<file path="config.mk">
export PLATFORM = sky130hd
export DESIGN_NAME = hcb_frontend
export DESIGN_NICKNAME = d
export VERILOG_FILES = /design/src/design/hcb_pkg.sv /design/src/design/hcb_uart.sv /design/src/design/hcb_frontend.sv
export VERILOG_INCLUDE_DIRS = /design/src /design/src/design
export SDC_FILE = /design/constraint.sdc
export NUM_CORES = 1
export LEC_CHECK = 0
export BUFFER_PORTS_ARGS = -buffer_cell sky130_fd_sc_hd__buf_2
export CORE_MARGIN = 3
export CORE_UTILIZATION = 40
export DETAILED_ROUTE_END_ITERATION = 12
export GPL_ROUTABILITY_DRIVEN = 0
export GPL_TIMING_DRIVEN = 0
export SLEW_MARGIN = 5
export SYNTH_ARGS = -nofsm -noshare
export SYNTH_HDL_FRONTEND = slang
export SYNTH_SLANG_ARGS = --single-unit
</file>
<file path="constraint.sdc">
create_clock -name clk -period 8.1 [get_ports clk]
set_input_delay 1.215 -clock clk [delete_from_list [all_inputs] [get_ports clk]]
set_output_delay 1.215 -clock clk [all_outputs]
set_load 0.005 [all_outputs]
</file>
<file path="src/design/hcb_defines.svh">
// Constants for the host command front end: opcodes, status codes, mode codes and timings.
`ifndef HCB_DEFINES_SVH
`define HCB_DEFINES_SVH

`define HCB_CLK_PERIOD_NS 10
`define HCB_NS_PER_US     1000
`define HCB_UART_BAUD     115200
`define HCB_NS_PER_S      1000000000

`define HCB_OP_STATUS 8'hC0
`define HCB_OP_WREG   8'h18
`define HCB_OP_RREG   8'h19
`define HCB_OP_WBUF   8'h1A
`define HCB_OP_RBUF   8'h1B
`define HCB_REG_HDR   2'h2
`define HCB_BUF_HDR   2'h1

`define HCB_MODE_RC    3'h2
`define HCB_MODE_XO    3'h3
`define HCB_MODE_FS    3'h4
`define HCB_MODE_RX    3'h5
`define HCB_MODE_TX    3'h6
`define HCB_MODE_SLEEP 3'h7

`define HCB_CST_OK      3'h1
`define HCB_CST_TIMEOUT 3'h3
`define HCB_CST_ERROR   3'h4

`define HCB_T_WAKE_COLD_US 1700
`define HCB_T_WAKE_WARM_US 250
`define HCB_T_RC_XO_US     53
`define HCB_T_RC_FS_US     83
`define HCB_T_RC_RX_US     115
`define HCB_T_RC_TX_US     102
`define HCB_T_XO_FS_US     40
`define HCB_T_XO_TX_US     54
`define HCB_T_XO_RX_US     68
`define HCB_T_FS_RX_US     34
`define HCB_T_FS_TX_US     27
`define HCB_T_RX_FS_US     13
`define HCB_T_RX_TX_US     39
`define HCB_T_TX_FS_US     31
`define HCB_T_TX_RX_US     60
`define HCB_T_OTHER_US     1
`define HCB_T_WDOG_US      50000

`endif

</file>
<file path="src/design/hcb_pkg.sv">
// Types shared by the host command front end.
package hcb_pkg;
  typedef enum logic [2:0] {
    ST_BOOT = 3'b000, ST_IDLE = 3'b001, ST_XFER = 3'b010, ST_EXEC = 3'b011,
    ST_SWITCH = 3'b100, ST_SLEEP = 3'b101, ST_WAKE = 3'b110
  } hcb_state_t;

  typedef enum logic [3:0] {
    UF_REST = 4'b0000, UF_CLASS = 4'b0001, UF_HDR = 4'b0010, UF_LEN = 4'b0011, UF_PAR = 4'b0100,
    UF_RDREQ = 4'b0101, UF_RDLD = 4'b0110, UF_RDTX = 4'b0111, UF_STAT = 4'b1000
  } hcb_uframe_t;

  typedef struct packed {
    logic [2:0] mode;
    logic [2:0] cst;
    logic       rsv;
    logic       busy;
  } hcb_status_t;

  typedef struct packed {
    logic       mode_go;
    logic [2:0] target;
    logic [2:0] cst;
  } hcb_exec_t;

  typedef struct packed {
    logic       valid;
    logic [7:0] data;
  } hcb_byte_t;
endpackage

</file>
<file path="src/design/hcb_uart.sv">
// Byte serial port: receiver and transmitter, LSB first, optional parity, one stop bit.
`timescale 1ns/10ps
`include "hcb_defines.svh"
module hcb_uart
  import hcb_pkg::*;
#(
  parameter int unsigned DIV    = `HCB_NS_PER_S / (`HCB_UART_BAUD * `HCB_CLK_PERIOD_NS),
  parameter bit          PAR_EN = 1'b1,
  parameter bit          PAR_OD = 1'b0
) (
  input  wire logic       clk,     // System clock.
  input  wire logic       resetn,  // Asynchronous reset, active low.
  input  wire logic       rxd,     // Serial input pin.
  output hcb_byte_t       rx_out,  // Received byte, valid for one cycle.
  output logic            rx_err,  // Parity or stop bit error, one cycle.
  input  wire logic       tx_go,   // Start sending tx_data.
  input  wire logic [7:0] tx_data, // Byte to send.
  output logic            txd,     // Serial output pin.
  output logic            tx_busy  // Transmitter occupied.
);
  localparam int unsigned NB = PAR_EN ? 11 : 10;
  typedef struct packed {
    logic        s1, s2;
    logic        rx_on;
    logic [15:0] rx_cnt;
    logic [3:0]  rx_bit;
    logic [7:0]  rx_sh;
    logic        rx_par;
    hcb_byte_t   rx_out;
    logic        rx_err;
    logic        tx_on;
    logic [15:0] tx_cnt;
    logic [3:0]  tx_bit;
    logic [10:0] tx_sh;
  } hcb_uart_st_t;
  hcb_uart_st_t q, n;

  // Receiver samples mid-bit; transmitter shifts a whole frame out of one register.
  always_comb begin
    n = q;
    n.s1 = rxd;
    n.s2 = q.s1;
    n.rx_out.valid = 1'b0;
    n.rx_err = 1'b0;
    if (!q.rx_on) begin
      if (!q.s2) begin
        n.rx_on = 1'b1;
        n.rx_cnt = 16'(DIV / 2);
        n.rx_bit = '0;
        n.rx_par = PAR_OD;
      end
    end else if (q.rx_cnt != '0) begin
      n.rx_cnt = q.rx_cnt - 1'b1;
    end else begin
      n.rx_cnt = 16'(DIV - 1);
      n.rx_bit = q.rx_bit + 1'b1;
      if (q.rx_bit == '0) begin
        n.rx_on = ~q.s2;  // A glitch that is high again mid-bit is no start bit.
      end else if (q.rx_bit <= 4'h8) begin
        n.rx_sh = {q.s2, q.rx_sh[7:1]};
        n.rx_par = q.rx_par ^ q.s2;
      end else if (PAR_EN && q.rx_bit == 4'h9) begin
        n.rx_par = q.rx_par ^ q.s2;
      end else begin
        n.rx_on = 1'b0;
        n.rx_out.data = q.rx_sh;
        if (q.s2 && !(PAR_EN && q.rx_par)) begin
          n.rx_out.valid = 1'b1;
        end else begin
          n.rx_err = 1'b1;
        end
      end
    end
    if (!q.tx_on) begin
      if (tx_go) begin
        n.tx_on = 1'b1;
        n.tx_cnt = 16'(DIV - 1);
        n.tx_bit = 4'(NB - 1);
        n.tx_sh = {1'b1, PAR_EN ? (^tx_data ^ PAR_OD) : 1'b1, tx_data, 1'b0};
      end
    end else if (q.tx_cnt != '0) begin
      n.tx_cnt = q.tx_cnt - 1'b1;
    end else begin
      n.tx_cnt = 16'(DIV - 1);
      n.tx_sh = {1'b1, q.tx_sh[10:1]};
      n.tx_bit = q.tx_bit - 1'b1;
      if (q.tx_bit == '0) begin
        n.tx_on = 1'b0;
      end
    end
  end

  // Line idles high, so the synchroniser and shifter reset to ones.
  always_ff @(posedge clk or negedge resetn) begin
    if (!resetn) begin
      q <= '0;
      q.s1 <= 1'b1;
      q.s2 <= 1'b1;
      q.tx_sh <= '1;
    end else begin
      q <= n;
    end
  end

  assign rx_out = q.rx_out;
  assign rx_err = q.rx_err;
  assign txd = q.tx_sh[0];
  assign tx_busy = q.tx_on;
endmodule // hcb_uart

</file>
<file path="src/design/hcb_frontend.sv">
// Host command front end: serial framing, busy handshake, mode switch timing and status byte.
// Behaviour
// - Busy stays high through every transaction and while its command is processed; asynchronous port raises it only after the opcode byte.
// - Busy drops only when ready for a new command or settled in a mode.
// - Switch time counts from select rising edge ending the transaction to busy fall.
// - Wake from sleep takes 1700 us cold, 250 us with retained memory.
// - From RC idle: 53 crystal idle, 83 synth, 115 receive, 102 transmit us.
// - Crystal idle: 40 synth, 54 transmit, 68 receive; synth: 34 receive, 27 transmit.
// - Receive: 13 synth, 39 transmit; transmit: 31 synth, 60 receive us.
// - Entering synth mode, busy falls only after synthesizer lock.
// - Entering receive, busy falls once the receive chain is ready.
// - Entering transmit, busy falls when amplifier ramp ends and preamble starts.
// - A parameterless command is its opcode byte alone on either port.
// - Synchronous port: parameters follow opcode; select rising edge ends the command.
// - Synchronous port shifts the status byte out during every byte shifted in.
// - Asynchronous port: opcode, parameter count, then that many parameters.
// - Asynchronous reads: count byte after address, device returns that many bytes.
// - Status query 0xC0 accepted anytime; answered in-frame or as next byte; asynchronous port takes it only when idle.
// - Status: mode bits 7:5, command status 4:2, bit 1 reserved, bit 0 busy.
// - Mode codes: RC idle 2, crystal idle 3, synth 4, receive 5, transmit 6.
// - Status codes: 1 ok, 2 data, 3 timeout, 4 bad command, 5 fail, 6 sent.
// - A watchdog aborts overlong transactions with timeout status; host may disable it.
`timescale 1ns/10ps
`include "hcb_defines.svh"
module hcb_frontend
  import hcb_pkg::*;
#(
  parameter int unsigned US_CYC        = `HCB_NS_PER_US / `HCB_CLK_PERIOD_NS,
  parameter int unsigned WAKE_COLD_CYC = `HCB_T_WAKE_COLD_US * US_CYC,
  parameter int unsigned WAKE_WARM_CYC = `HCB_T_WAKE_WARM_US * US_CYC,
  parameter int unsigned WDOG_CYC      = `HCB_T_WDOG_US * US_CYC
) (
  input  wire logic       clk,           // System clock, 100 MHz.
  input  wire logic       resetn,        // Asynchronous reset, active low.
  input  wire logic       use_uart,      // 1 selects the asynchronous port.
  input  wire logic       port_select_n, // Synchronous port select pin, active low.
  input  wire logic       spi_sck,       // Synchronous port clock pin.
  input  wire logic       spi_mosi,      // Synchronous port data in pin.
  input  wire logic       uart_rxd,      // Asynchronous port data in pin.
  output logic            serial_out,    // Shared data out pin.
  output logic            busy,          // Busy pin, high while busy.
  input  wire logic       calib_done,    // Start-up calibration finished.
  input  wire logic       synth_lock,    // Synthesizer loop locked.
  input  wire logic       rx_ready,      // Receive chain ready.
  input  wire logic       tx_ramp_done,  // Amplifier ramp done, preamble starts.
  input  wire logic       wdog_en,       // Transaction watchdog enable.
  input  wire logic       wake_evt,      // Timer wake from sleep, one cycle.
  input  wire logic       retained,      // Memory retained during sleep.
  input  wire logic       op_noparam,    // Core: cmd_opcode takes no parameters.
  output logic            cmd_valid,     // Command complete, one cycle.
  output logic [7:0]      cmd_opcode,    // Opcode of the current command.
  output hcb_byte_t       par_out,       // Parameter byte stream.
  output logic            rd_req,        // Request next read byte, one cycle.
  input  wire logic [7:0] rd_data,       // Read byte, sampled in the cycle rd_req is high.
  input  wire logic       exec_done,     // Core finished the command, one cycle.
  input  hcb_exec_t       exec_resp,     // Core result with exec_done.
  input  wire logic       stat_evt,      // Core status event, one cycle.
  input  wire logic [2:0] stat_code,     // Status code with stat_evt.
  output hcb_status_t     status_out     // Current status byte.
);
  localparam int CW = 24;
  typedef struct packed {
    hcb_state_t  st;
    hcb_uframe_t uf;
    logic        nss1, nss2, nss_q, sck1, sck2, sck_q, mosi1, mosi2;
    logic [2:0]  bitcnt;
    logic [7:0]  rx_sh, tx_sh;
    logic        spi_act, got_op, warm;
    logic [7:0]  opcode, left;
    logic [1:0]  hdr;
    logic [2:0]  mode, cst, tgt;
    logic [CW-1:0] cnt;
    logic        busy, cmd_valid, rd_req, tx_go, pin_out;
    logic [7:0]  tx_byte;
    hcb_byte_t   par;
  } hcb_fe_st_t;
  hcb_fe_st_t q, n;

  hcb_byte_t   urx;
  logic        urx_err, utxd, utx_busy;
  logic        nss_fall, nss_rise, sck_rise, sck_fall, spi_byte;
  logic [7:0]  spi_data;
  hcb_status_t stat_now;
  logic        fin, abort;
  logic [2:0]  abort_cst;

  hcb_uart u_uart (
    .clk     (clk),
    .resetn  (resetn),
    .rxd     (uart_rxd),
    .rx_out  (urx),
    .rx_err  (urx_err),
    .tx_go   (q.tx_go),
    .tx_data (q.tx_byte),
    .txd     (utxd),
    .tx_busy (utx_busy)
  );

  // Switch times by transition; pairs not listed settle in one microsecond.
  function automatic logic [CW-1:0] sw_cyc(input logic [2:0] f, input logic [2:0] t);
    int unsigned us;
    case ({f, t})
      {`HCB_MODE_RC, `HCB_MODE_XO}: us = `HCB_T_RC_XO_US;
      {`HCB_MODE_RC, `HCB_MODE_FS}: us = `HCB_T_RC_FS_US;
      {`HCB_MODE_RC, `HCB_MODE_RX}: us = `HCB_T_RC_RX_US;
      {`HCB_MODE_RC, `HCB_MODE_TX}: us = `HCB_T_RC_TX_US;
      {`HCB_MODE_XO, `HCB_MODE_FS}: us = `HCB_T_XO_FS_US;
      {`HCB_MODE_XO, `HCB_MODE_TX}: us = `HCB_T_XO_TX_US;
      {`HCB_MODE_XO, `HCB_MODE_RX}: us = `HCB_T_XO_RX_US;
      {`HCB_MODE_FS, `HCB_MODE_RX}: us = `HCB_T_FS_RX_US;
      {`HCB_MODE_FS, `HCB_MODE_TX}: us = `HCB_T_FS_TX_US;
      {`HCB_MODE_RX, `HCB_MODE_FS}: us = `HCB_T_RX_FS_US;
      {`HCB_MODE_RX, `HCB_MODE_TX}: us = `HCB_T_RX_TX_US;
      {`HCB_MODE_TX, `HCB_MODE_FS}: us = `HCB_T_TX_FS_US;
      {`HCB_MODE_TX, `HCB_MODE_RX}: us = `HCB_T_TX_RX_US;
      default: us = `HCB_T_OTHER_US;
    endcase
    return CW'(us * US_CYC);
  endfunction

  // Analog readiness that must also be seen before busy may fall.
  function automatic logic tgt_ready(input logic [2:0] t);
    case (t)
      `HCB_MODE_FS: return synth_lock;
      `HCB_MODE_RX: return rx_ready;
      `HCB_MODE_TX: return tx_ramp_done;
      default: return 1'b1;
    endcase
  endfunction

  // Edges come from the second and third sync stages, never from the first.
  assign nss_fall = q.nss_q & ~q.nss2;
  assign nss_rise = ~q.nss_q & q.nss2;
  assign sck_rise = ~q.sck_q & q.sck2;
  assign sck_fall = q.sck_q & ~q.sck2;
  assign spi_byte = sck_rise & ~q.nss2 & (q.bitcnt == 3'h7) & ~use_uart;
  assign spi_data = {q.rx_sh[6:0], q.mosi2};
  assign stat_now = '{mode: q.mode, cst: q.cst, rsv: 1'b0, busy: q.busy};

  // Whole next-state function of the front end.
  always_comb begin
    n = q;
    fin = 1'b0;
    abort = 1'b0;
    abort_cst = `HCB_CST_TIMEOUT;
    n.cmd_valid = 1'b0;
    n.par.valid = 1'b0;
    n.rd_req = 1'b0;
    n.tx_go = 1'b0;
    n.nss1 = port_select_n;
    n.nss2 = q.nss1;
    n.nss_q = q.nss2;
    n.sck1 = spi_sck;
    n.sck2 = q.sck1;
    n.sck_q = q.sck2;
    n.mosi1 = spi_mosi;
    n.mosi2 = q.mosi1;
    if (q.cnt != '1) begin
      n.cnt = q.cnt + 1'b1;
    end
    if (stat_evt) begin
      n.cst = stat_code;
    end
    // Status shifts out on every byte, busy or not; mode 0 timing, MSB first.
    if (nss_fall) begin
      n.bitcnt = '0;
      n.tx_sh = stat_now;
    end else if (!q.nss2) begin
      if (sck_rise) begin
        n.rx_sh = spi_data;
        n.bitcnt = q.bitcnt + 1'b1;
      end
      if (sck_fall) begin
        n.tx_sh = (q.bitcnt == '0) ? stat_now : {q.tx_sh[6:0], 1'b0};
      end
    end
    unique case (q.st)
      ST_BOOT: begin
        if (calib_done) begin
          n.mode = `HCB_MODE_RC;
          n.st = ST_IDLE;
        end
      end
      ST_IDLE: begin
        if (!use_uart && nss_fall) begin
          n.st = ST_XFER;
          n.spi_act = 1'b1;
          n.got_op = 1'b0;
          n.cnt = '0;
        end else if (use_uart && urx.valid) begin
          n.st = ST_XFER;
          n.cnt = '0;
          n.opcode = urx.data;
          if (urx.data == `HCB_OP_STATUS) begin
            n.uf = UF_STAT;
            n.tx_go = 1'b1;
            n.tx_byte = stat_now;
          end else if (urx.data == `HCB_OP_WREG || urx.data == `HCB_OP_RREG) begin
            n.uf = UF_HDR;
            n.hdr = `HCB_REG_HDR;
          end else if (urx.data == `HCB_OP_WBUF || urx.data == `HCB_OP_RBUF) begin
            n.uf = UF_HDR;
            n.hdr = `HCB_BUF_HDR;
          end else begin
            n.uf = UF_CLASS;
          end
        end
      end
      ST_XFER: begin
        if (wdog_en && q.cnt >= CW'(WDOG_CYC)) begin
          abort = 1'b1;
        end else if (!use_uart) begin
          if (spi_byte && q.spi_act) begin
            if (!q.got_op) begin
              n.opcode = spi_data;
              n.got_op = 1'b1;
            end else begin
              n.par = '{valid: 1'b1, data: spi_data};
            end
          end
          if (nss_rise) begin
            if (q.spi_act && q.got_op && q.opcode != `HCB_OP_STATUS) begin
              fin = 1'b1;
            end else begin
              n.st = ST_IDLE;
            end
            n.spi_act = 1'b0;
          end
        end else if (urx_err) begin
          abort = 1'b1;
          abort_cst = `HCB_CST_ERROR;
        end else begin
          unique case (q.uf)
            UF_CLASS: begin
              if (op_noparam) begin
                fin = 1'b1;
              end else begin
                n.uf = UF_LEN;
              end
            end
            UF_HDR: begin
              if (urx.valid) begin
                n.par = urx;
                n.hdr = q.hdr - 1'b1;
                if (q.hdr == 2'h1) begin
                  n.uf = UF_LEN;
                end
              end
            end
            UF_LEN: begin
              if (urx.valid) begin
                n.left = urx.data;
                if (urx.data == '0) begin
                  fin = 1'b1;
                end else if (q.opcode == `HCB_OP_RREG || q.opcode == `HCB_OP_RBUF) begin
                  n.uf = UF_RDREQ;
                end else begin
                  n.uf = UF_PAR;
                end
              end
            end
            UF_PAR: begin
              if (urx.valid) begin
                n.par = urx;
                n.left = q.left - 1'b1;
                if (q.left == 8'h01) begin
                  fin = 1'b1;
                end
              end
            end
            UF_RDREQ: begin
              n.rd_req = 1'b1;
              n.uf = UF_RDLD;
            end
            UF_RDLD: begin
              n.tx_go = 1'b1;
              n.tx_byte = rd_data;
              n.left = q.left - 1'b1;
              n.uf = UF_RDTX;
            end
            UF_RDTX: begin
              if (!utx_busy && !q.tx_go) begin
                if (q.left == '0) begin
                  fin = 1'b1;
                end else begin
                  n.uf = UF_RDREQ;
                end
              end
            end
            UF_STAT: begin
              if (!utx_busy && !q.tx_go) begin
                n.st = ST_IDLE;
                n.uf = UF_REST;
              end
            end
            UF_REST: begin
              n.st = ST_IDLE;
            end
          endcase
        end
      end
      ST_EXEC: begin
        if (exec_done) begin
          n.cst = (exec_resp.cst != '0) ? exec_resp.cst : `HCB_CST_OK;
          n.tgt = exec_resp.target;
          if (!exec_resp.mode_go) begin
            n.st = ST_IDLE;
          end else if (exec_resp.target == `HCB_MODE_SLEEP) begin
            n.st = ST_SLEEP;
          end else begin
            n.st = ST_SWITCH;
          end
        end
      end
      ST_SWITCH: begin
        // The counter has run since the command ended, so the wait is measured from there.
        if (q.cnt >= sw_cyc(q.mode, q.tgt) && tgt_ready(q.tgt)) begin
          n.mode = q.tgt;
          n.st = ST_IDLE;
        end
      end
      ST_SLEEP: begin
        if (wake_evt || nss_fall) begin
          n.st = ST_WAKE;
          n.cnt = '0;
          n.warm = retained;
        end
      end
      ST_WAKE: begin
        if (q.cnt >= (q.warm ? CW'(WAKE_WARM_CYC) : CW'(WAKE_COLD_CYC))) begin
          n.mode = `HCB_MODE_RC;
          n.st = ST_IDLE;
        end
      end
      default: n.st = ST_BOOT;
    endcase
    // Completion starts the switch clock at the closing edge.
    if (fin) begin
      n.cmd_valid = 1'b1;
      n.st = ST_EXEC;
      n.cnt = '0;
      n.uf = UF_REST;
    end
    if (abort) begin
      n.cst = abort_cst;
      n.st = ST_IDLE;
      n.uf = UF_REST;
      n.spi_act = 1'b0;
    end
    n.busy = (n.st != ST_IDLE);
    n.pin_out = use_uart ? utxd : q.tx_sh[7];
  end

  // Busy is high from reset until calibration completes; select lines idle high.
  always_ff @(posedge clk or negedge resetn) begin
    if (!resetn) begin
      q <= '0;
      q.busy <= 1'b1;
      q.pin_out <= 1'b1;
      q.nss1 <= 1'b1;
      q.nss2 <= 1'b1;
      q.nss_q <= 1'b1;
    end else begin
      q <= n;
    end
  end

  assign serial_out = q.pin_out;
  assign busy = q.busy;
  assign cmd_valid = q.cmd_valid;
  assign cmd_opcode = q.opcode;
  assign par_out = q.par;
  assign rd_req = q.rd_req;
  assign status_out = stat_now;
endmodule // hcb_frontend

</file>
=== Yosys cells after proc, flatten, opt, wreduce, memory -nomap -nowiden ===
Memories as Yosys holds them, arrays and structs flattened.
Cells that the tools add are included.

* Register bits after elaboration: 184
* Bits in read-only memories: 448
* Input port bits: 35
* Output and inout bits: 29
* Word-level logic and storage cells: 376
* Memories kept: 1

{| class="wikitable"
|+ Memory list
! name !! words !! bits a word !! read ports !! clocked after memory_dff !! write ports !! RTL line !! RTL
|-
| (name not given) || 64 || 7 || 1 || 0 || 0 || hcb_frontend.sv:102 || <nowiki>case ({f, t})</nowiki>
|}

* Add/subtract/negate cells: 8
* Multipliers: 1
* $lt $le $gt $ge: 4
* Eq/ne operators: 79
* Mux-type cells: 159
* Bitwise operators: 21
* Reductions and logical operators: 58

{| class="wikitable"
|+ Operators with widths
! kind !! count
|-
| 8-bit 2-to-1 mux || 16
|-
| 24-bit 2-to-1 mux || 5
|-
| 32-bit 2-to-1 mux || 3
|-
| 3-bit 2-to-1 mux || 21
|-
| 9-bit 2-to-1 mux || 6
|-
| 10-bit 2-to-1 mux || 5
|-
| 8-bit by 5-bit == test with 1-bit output, second input constant || 6
|-
| 24-bit one-hot mux with 2 select lines || 1
|-
| 4-bit 2-to-1 mux || 11
|-
| 1-bit 2-to-1 mux || 43
|-
| 21-bit 2-to-1 mux || 2
|-
| 7-bit 2-to-1 mux || 6
|-
| 2-bit != test, second input constant || 20
|-
| 19-bit 2-to-1 mux || 2
|-
| 18-bit 2-to-1 mux || 2
|-
| 17-bit 2-to-1 mux || 2
|-
| 32-bit by 5-bit multiplier with 22-bit output, second input constant || 1
|-
| 16-bit 2-to-1 mux || 2
|-
| 8-bit one-hot mux with 2 select lines || 2
|-
| 16-bit nonzero test || 2
|-
| 16-bit by 1-bit subtractor with 16-bit output, second input constant || 2
|-
| 5-bit != test, second input constant || 6
|-
| 2-bit 2-to-1 mux || 14
|-
| 4-bit one-hot mux with 7 select lines || 1
|-
| other kinds (63) || 149
|}

=== Depth between registers and ports, before layout ===
* Word-level depth: 13
* Mapped depth: 26
* Gate-level depth less buffers: 25

=== Modules after synthesis ===
From an unflattened synthesis, not the netlist that was laid out.

* Cells, all modules: 1184
* Area, all modules: 11247.0 µm²

{| class="wikitable"
|+ Modules (own cells, without submodules)
! module !! times used !! cells each !! area an instance (µm²) !! sequential area each (µm²)
|-
| hcb_frontend || 1 || 830 || 7484.7 || 2733.9
|-
| hcb_uart || 1 || 354 || 3762.4 || 1868.0
|}

=== Least setup slack after synthesis ===
Ideal clock, no wire load.

* Path kind: register -> register
* Start: register q[46] (netlist name)
* End: register q, in the netlist status_out[6]
* Library setup time: 0.125 ns
* Arrival: 5.258 ns
* Data required time: 7.975 ns
* Setup slack: 2.717 ns
* Cell stages (with the launch flop): 25
* Path buffers: 1
* Period minus slack after synthesis: 5.383 ns
* Cells stage by stage: dfrtp_1 > inv_1 > ha_1 > clkbuf_1 > nand2b_1 > a211o_1 > o21ai_0 > ha_1 > ha_1 > fa_1 > ha_1 > nor2b_1 > o21ai_0 > a21oi_1 > o21ai_0 > nand2b_1 > a21o_1 > a21oi_1 > ha_1 > and4_1 > nand2_1 > o21ai_0 > a311oi_1 > a211oi_1 > mux2_2

* Cells in the longest elaborated chain, start to end: 7
* Elaborated cells between the ends (all ways): 12
* Classes of those cells: mul (1); order compare (1); eq/ne (4); mux (3); reduce/logical (2); memory (1)

{| class="wikitable"
|+ RTL lines
! element !! RTL line !! RTL
|-
| from (decl) || hcb_frontend.sv:77 || <nowiki>hcb_fe_st_t q, n;</nowiki>
|-
| from (signal assigned) || hcb_frontend.sv:364 || <nowiki>q <= n;</nowiki>
|-
| memory read 64 x 7 bit || n/a ||
|-
| 32-bit 2-to-1 mux || hcb_frontend.sv:177 || <nowiki>unique case (q.st)</nowiki>
|-
| 32-bit by 5-bit multiplier with 22-bit output || hcb_frontend.sv:118 || <nowiki>return CW'(us * US_CYC);</nowiki>
|-
| 24-bit greater-or-equal comparator || hcb_frontend.sv:317 || <nowiki>if (q.cnt >= sw_cyc(q.mode, q.tgt) && tgt_ready(q.tgt)) begin</nowiki>
|-
| 1-bit logical AND (*) || hcb_frontend.sv:317 ||
|-
| 2-bit != test (no source line) (*) || n/a ||
|-
| 4-bit AND reduction (no source line) (*) || n/a ||
|}

Every way passes the cells marked *; elsewhere a longest branch is shown, timed or not. The select of a mux whose other input is x is not followed.
A chain may end at the register's enable or synchronous reset.

=== Final worst setup path ===
* Start: register q[46] (netlist name)
* End: register q, in the netlist status_out[7]

Same word-level chain as after synthesis.

==> reports/metrics.csv <==
stage,metric,value,unit
yosys,ys_seq_area_frac,0.414,
cts,cts_resized,0,
route,drc,0,
yosys,synth_warnings,0,
yosys,synth_top_family_by_area,simple AND/OR/NAND/NOR gates,
sta,fmax,158,MHz
final_layout,utilization,0.461,
floorplanning,design.core.area,27100,µm²
yosys,synth_adder_area_share,0.0836,
route,viasPerCell,5.42,
cts,cts_sinks,183,
yosys,synth-simple-area-share,0.200,
critical_path,cp.required,8.42,ns
floorplanning,die_h,173,µm
global_routing,grtUsageTotal,0.179,
run_status,status,finished clean,
critical_path,end_kind,flop,
final_layout,drive_gt1_frac,0.161,
floorplanning,pin_count,64,
floorplanning,die_area,29800,µm²
yosys,ys_ff_latch,183,
critical_path,cp.depth,23,
global_routing,grt_max_degree,102,
power,p_sw,0.00124,W
critical_path,r2r_start,q[46],
route,vias,9069,
critical_path,cp.arrival,6.66,ns
min_path,min_path_type,reg -> reg,
sta,period_needed,6.33,ns
cts,cts_tree,yes,
sta,drv_slew,0,
power,seqPwrFrac,0.363,
route,drtIter0Drc,537,
yosys,syn_nets,1313,
yosys,synth_xor_area_frac,0.0331,
route,wire_per_inst,15.6,µm
critical_path,path_cells,"inv_1, ha_1, clkbuf_1, a211oi_1, o32ai_1, ha_1, ha_1, fa_1, ha_1, nor2b_1, o21ai_0, a21oi_1, o21ai_0, nand2b_1, a21o_1, a21oi_1, ha_1, and4_1, nand2_1, o21ai_0, a311oi_1, a211oi_1, mux2_2",
floorplanning,placementRows,60,
yosys,synth_compound_area_frac,0.173,
global_routing,first_global_vias,8912,
critical_path,reg2reg_slack,1.77,ns
critical_path,crit_family,compound AO/OA/AOI/OAI gates,
route,drt_pass1_iterations,5,
sta,finalClockSkew,0.0165,ns
global_routing,grt_pass1_wl,44.5,mm
cts,clock_path_buffers,2,
global_routing,antenna_found_initial,0,
yosys,synthesis.area,11100,µm²
yosys,synth-main-ff-cell,dfrtp_1,
sta,hold_violations,0,
sta,timing.slew.headroom,0.205,
yosys,synth_edf_count,0,
floorplanning,chipWidth,173,µm
yosys,synth_top_area_share,0.372,
critical_path,startpoint_type,flop,
critical_path,rr_worst_depth,23,
critical_path,critPathLaunch,q[46],
global_routing,globalRoute.totalOverflow,0,
placement,dpl.hpwl,19.2,mm
run,maxCapViolCount,0,
route,antenna_left,0,
yosys,yosys.area.top_type,dfrtp_1,
power,internal_power,0.00199,W
critical_path,crit_type,reg -> reg,
power,p_leak,5.65,nW
sta,setup_viol,0,
cts,cts_buffers,17,
cts,cts-root-buf,clkbuf_16,
cts,ctsHoldBuffers,0,
yosys,synthMuxAreaShare,0.0440,
critical_path,crit_top_cell,ha_1,
power,ir_worst_vdd,0.000161,V
placement,port_buffers,62,
final_layout,layout.nets,1395,
cts,htree_levels,4,
route,wirelength,26.1,mm
cts,clkLatencyLatePin,0.44,ns
critical_path,path_buf_inv,2,
yosys,netlist_top_cells_count,"dfrtp_1, nand2_1, nor2_1, o21ai_0, ha_1",
yosys,async_reset_ff_frac,1.00,
yosys,synth_area_per_cell,9.22,µm²
critical_path,worst-path-max-fanout,8,
power,swShare,0.383,
critical_path,crit_slowest_cell,o32ai_1,
yosys,syn_inst,1205,
sta,timing.final.crit_share,0.782,
cts,cts_setup_buffers,0,
sta,finalSetupTns,0,ns
yosys,synth.area.top_cells,"dfrtp_1, ha_1, nand2_1, dfstp_2, o21ai_0",
sta,tightest_slew,1.18,ns
power,clockPowerShare,0.250,
yosys,ys_types,83,
floorplanning,start_util,0.410,
yosys,synth.most_common_cell,dfrtp_1,
power,comb_power_share,0.388,
critical_path,max_stage_delay,0.51,ns
sta,rsz0062_at_grt,no,
cts,path_clk_slew,0.07,ns
power,power.density,259,nW/µm²
final_layout,diodes,0,
critical_path,crit_path_end,status_out[7],
final_layout,area_delta_synth_final,12.4,%
critical_path,r2r-end,status_out[7],
metal layers:
| layer | share of wire | vias to the layer above | GRT usage |
|---|---|---|---|
| li1 | - | 4487 | - |
| met1 | 0.47 | 4353 | 0.239 |
| met2 | 0.48 | 191 | 0.295 |
| met3 | 0.032 | 38 | 0.0272 |
| met4 | 0.026 | 0 | 0.0655 |
| met5 | 0 | - | 0 |
worst min-delay path by stage:
stage	from	end	slack, ns	depth (start not counted)
6_report	u_uart.n[72]	u_uart.q[72]	0.36	0
5_1_grt	u_uart.n[72]	u_uart.q[72]	0.37	0
4_1_cts	u_uart.n[72]	u_uart.q[72]	0.36	0
3_5_place_dp	u_uart.n[72]	u_uart.q[72]	0.35	0
3_3_place_gp	u_uart.n[72]	u_uart.q[72]	0.35	0
2_1_floorplan	n[98]	n[97]	0.33	0
stage by stage:
step	hold slack, ns	cell area (µm²)	instances	setup WS, ns	total power [W]
4_1_cts	0.358	12500	1672	1.70	0.00326
2_1_floorplan	0.331	11100	1205	2.72	0.00212
5_1_grt	0.366	12500	1672	1.21	0.00351
3_3_place_gp	0.347	11900	1639	1.85	0.00242
6_report	0.357	12500	1672	1.77	0.00323
3_5_place_dp	0.347	11900	1640	1.73	0.00245
sequential cells by signal, summed over array words and instances, names as in the netlist:
| signal | cells |
|---|---|
| u_uart.q | 61 |
| par_out | 9 |
| busy | 1 |
| u_uart.rx_err | 1 |
| status_out | 6 |
| u_uart.tx_busy | 1 |
| u_uart.txd | 1 |
| u_uart.n | 1 |
| cmd_valid | 1 |
| cmd_opcode | 8 |
| q | 77 |
| n | 5 |
| rd_req | 1 |
| serial_out | 1 |
| u_uart.rx_out | 9 |
kinds of logic after synthesis:
family,Yosys count
AOI/OAI and AO/OA,295
DFF,183
buffers and inverters,124
xor gates and xnor gates,42
muxes,45
and+or+nand+nor,442
adders and majority gates,73
other,1
area by class of cell:
class | instances | area [µm²]
buffer | 75 | 393
sequential | 183 | 4600
timing repair buffer | 63 | 348
tap | 372 | 465
inverter | 49 | 184
clock inverter | 15 | 138
fill | 2630 | 14600
multi-input combinational | 898 | 5930
clock buffer | 17 | 425
cells in the final DEF, fill, tap and decap left out, types with 5 or more instances in the layout:
cell,instances
nor3_1,22
nand2b_1,18
nor2_1,104
ha_1,71
and4_1,5
a22oi_1,12
nor2b_1,23
inv_1,49
buf_4,27
dfrtp_1,165
a21oi_1,57
a22o_1,12
nor4_1,13
inv_6,5
nand3b_1,5
dfstp_2,18
nand4_1,16
a21o_1,9
xor2_1,12
o22ai_1,14
mux2_2,31
a32o_1,5
or3_1,5
a211oi_1,16
xnor2_1,30
clkbuf_1,36
o21ai_0,86
and2_1,10
mux2i_1,14
nand3_1,42
buf_2,69
a31oi_1,29
nand2_1,131
clkbuf_16,17
or2_2,9
o31ai_1,6
power by group through the flow:
stage	Sequential, W	Combinational [W]	Clock [W]
floorplan	0.00114	0.000975	0
global route	0.00119	0.00145	0.000870
global placement	0.00119	0.00124	0
finish	0.00117	0.00125	0.000806
CTS	0.00117	0.00126	0.000829
detailed placement	0.00119	0.00126	0
Power figures use the tool's default switching activity.
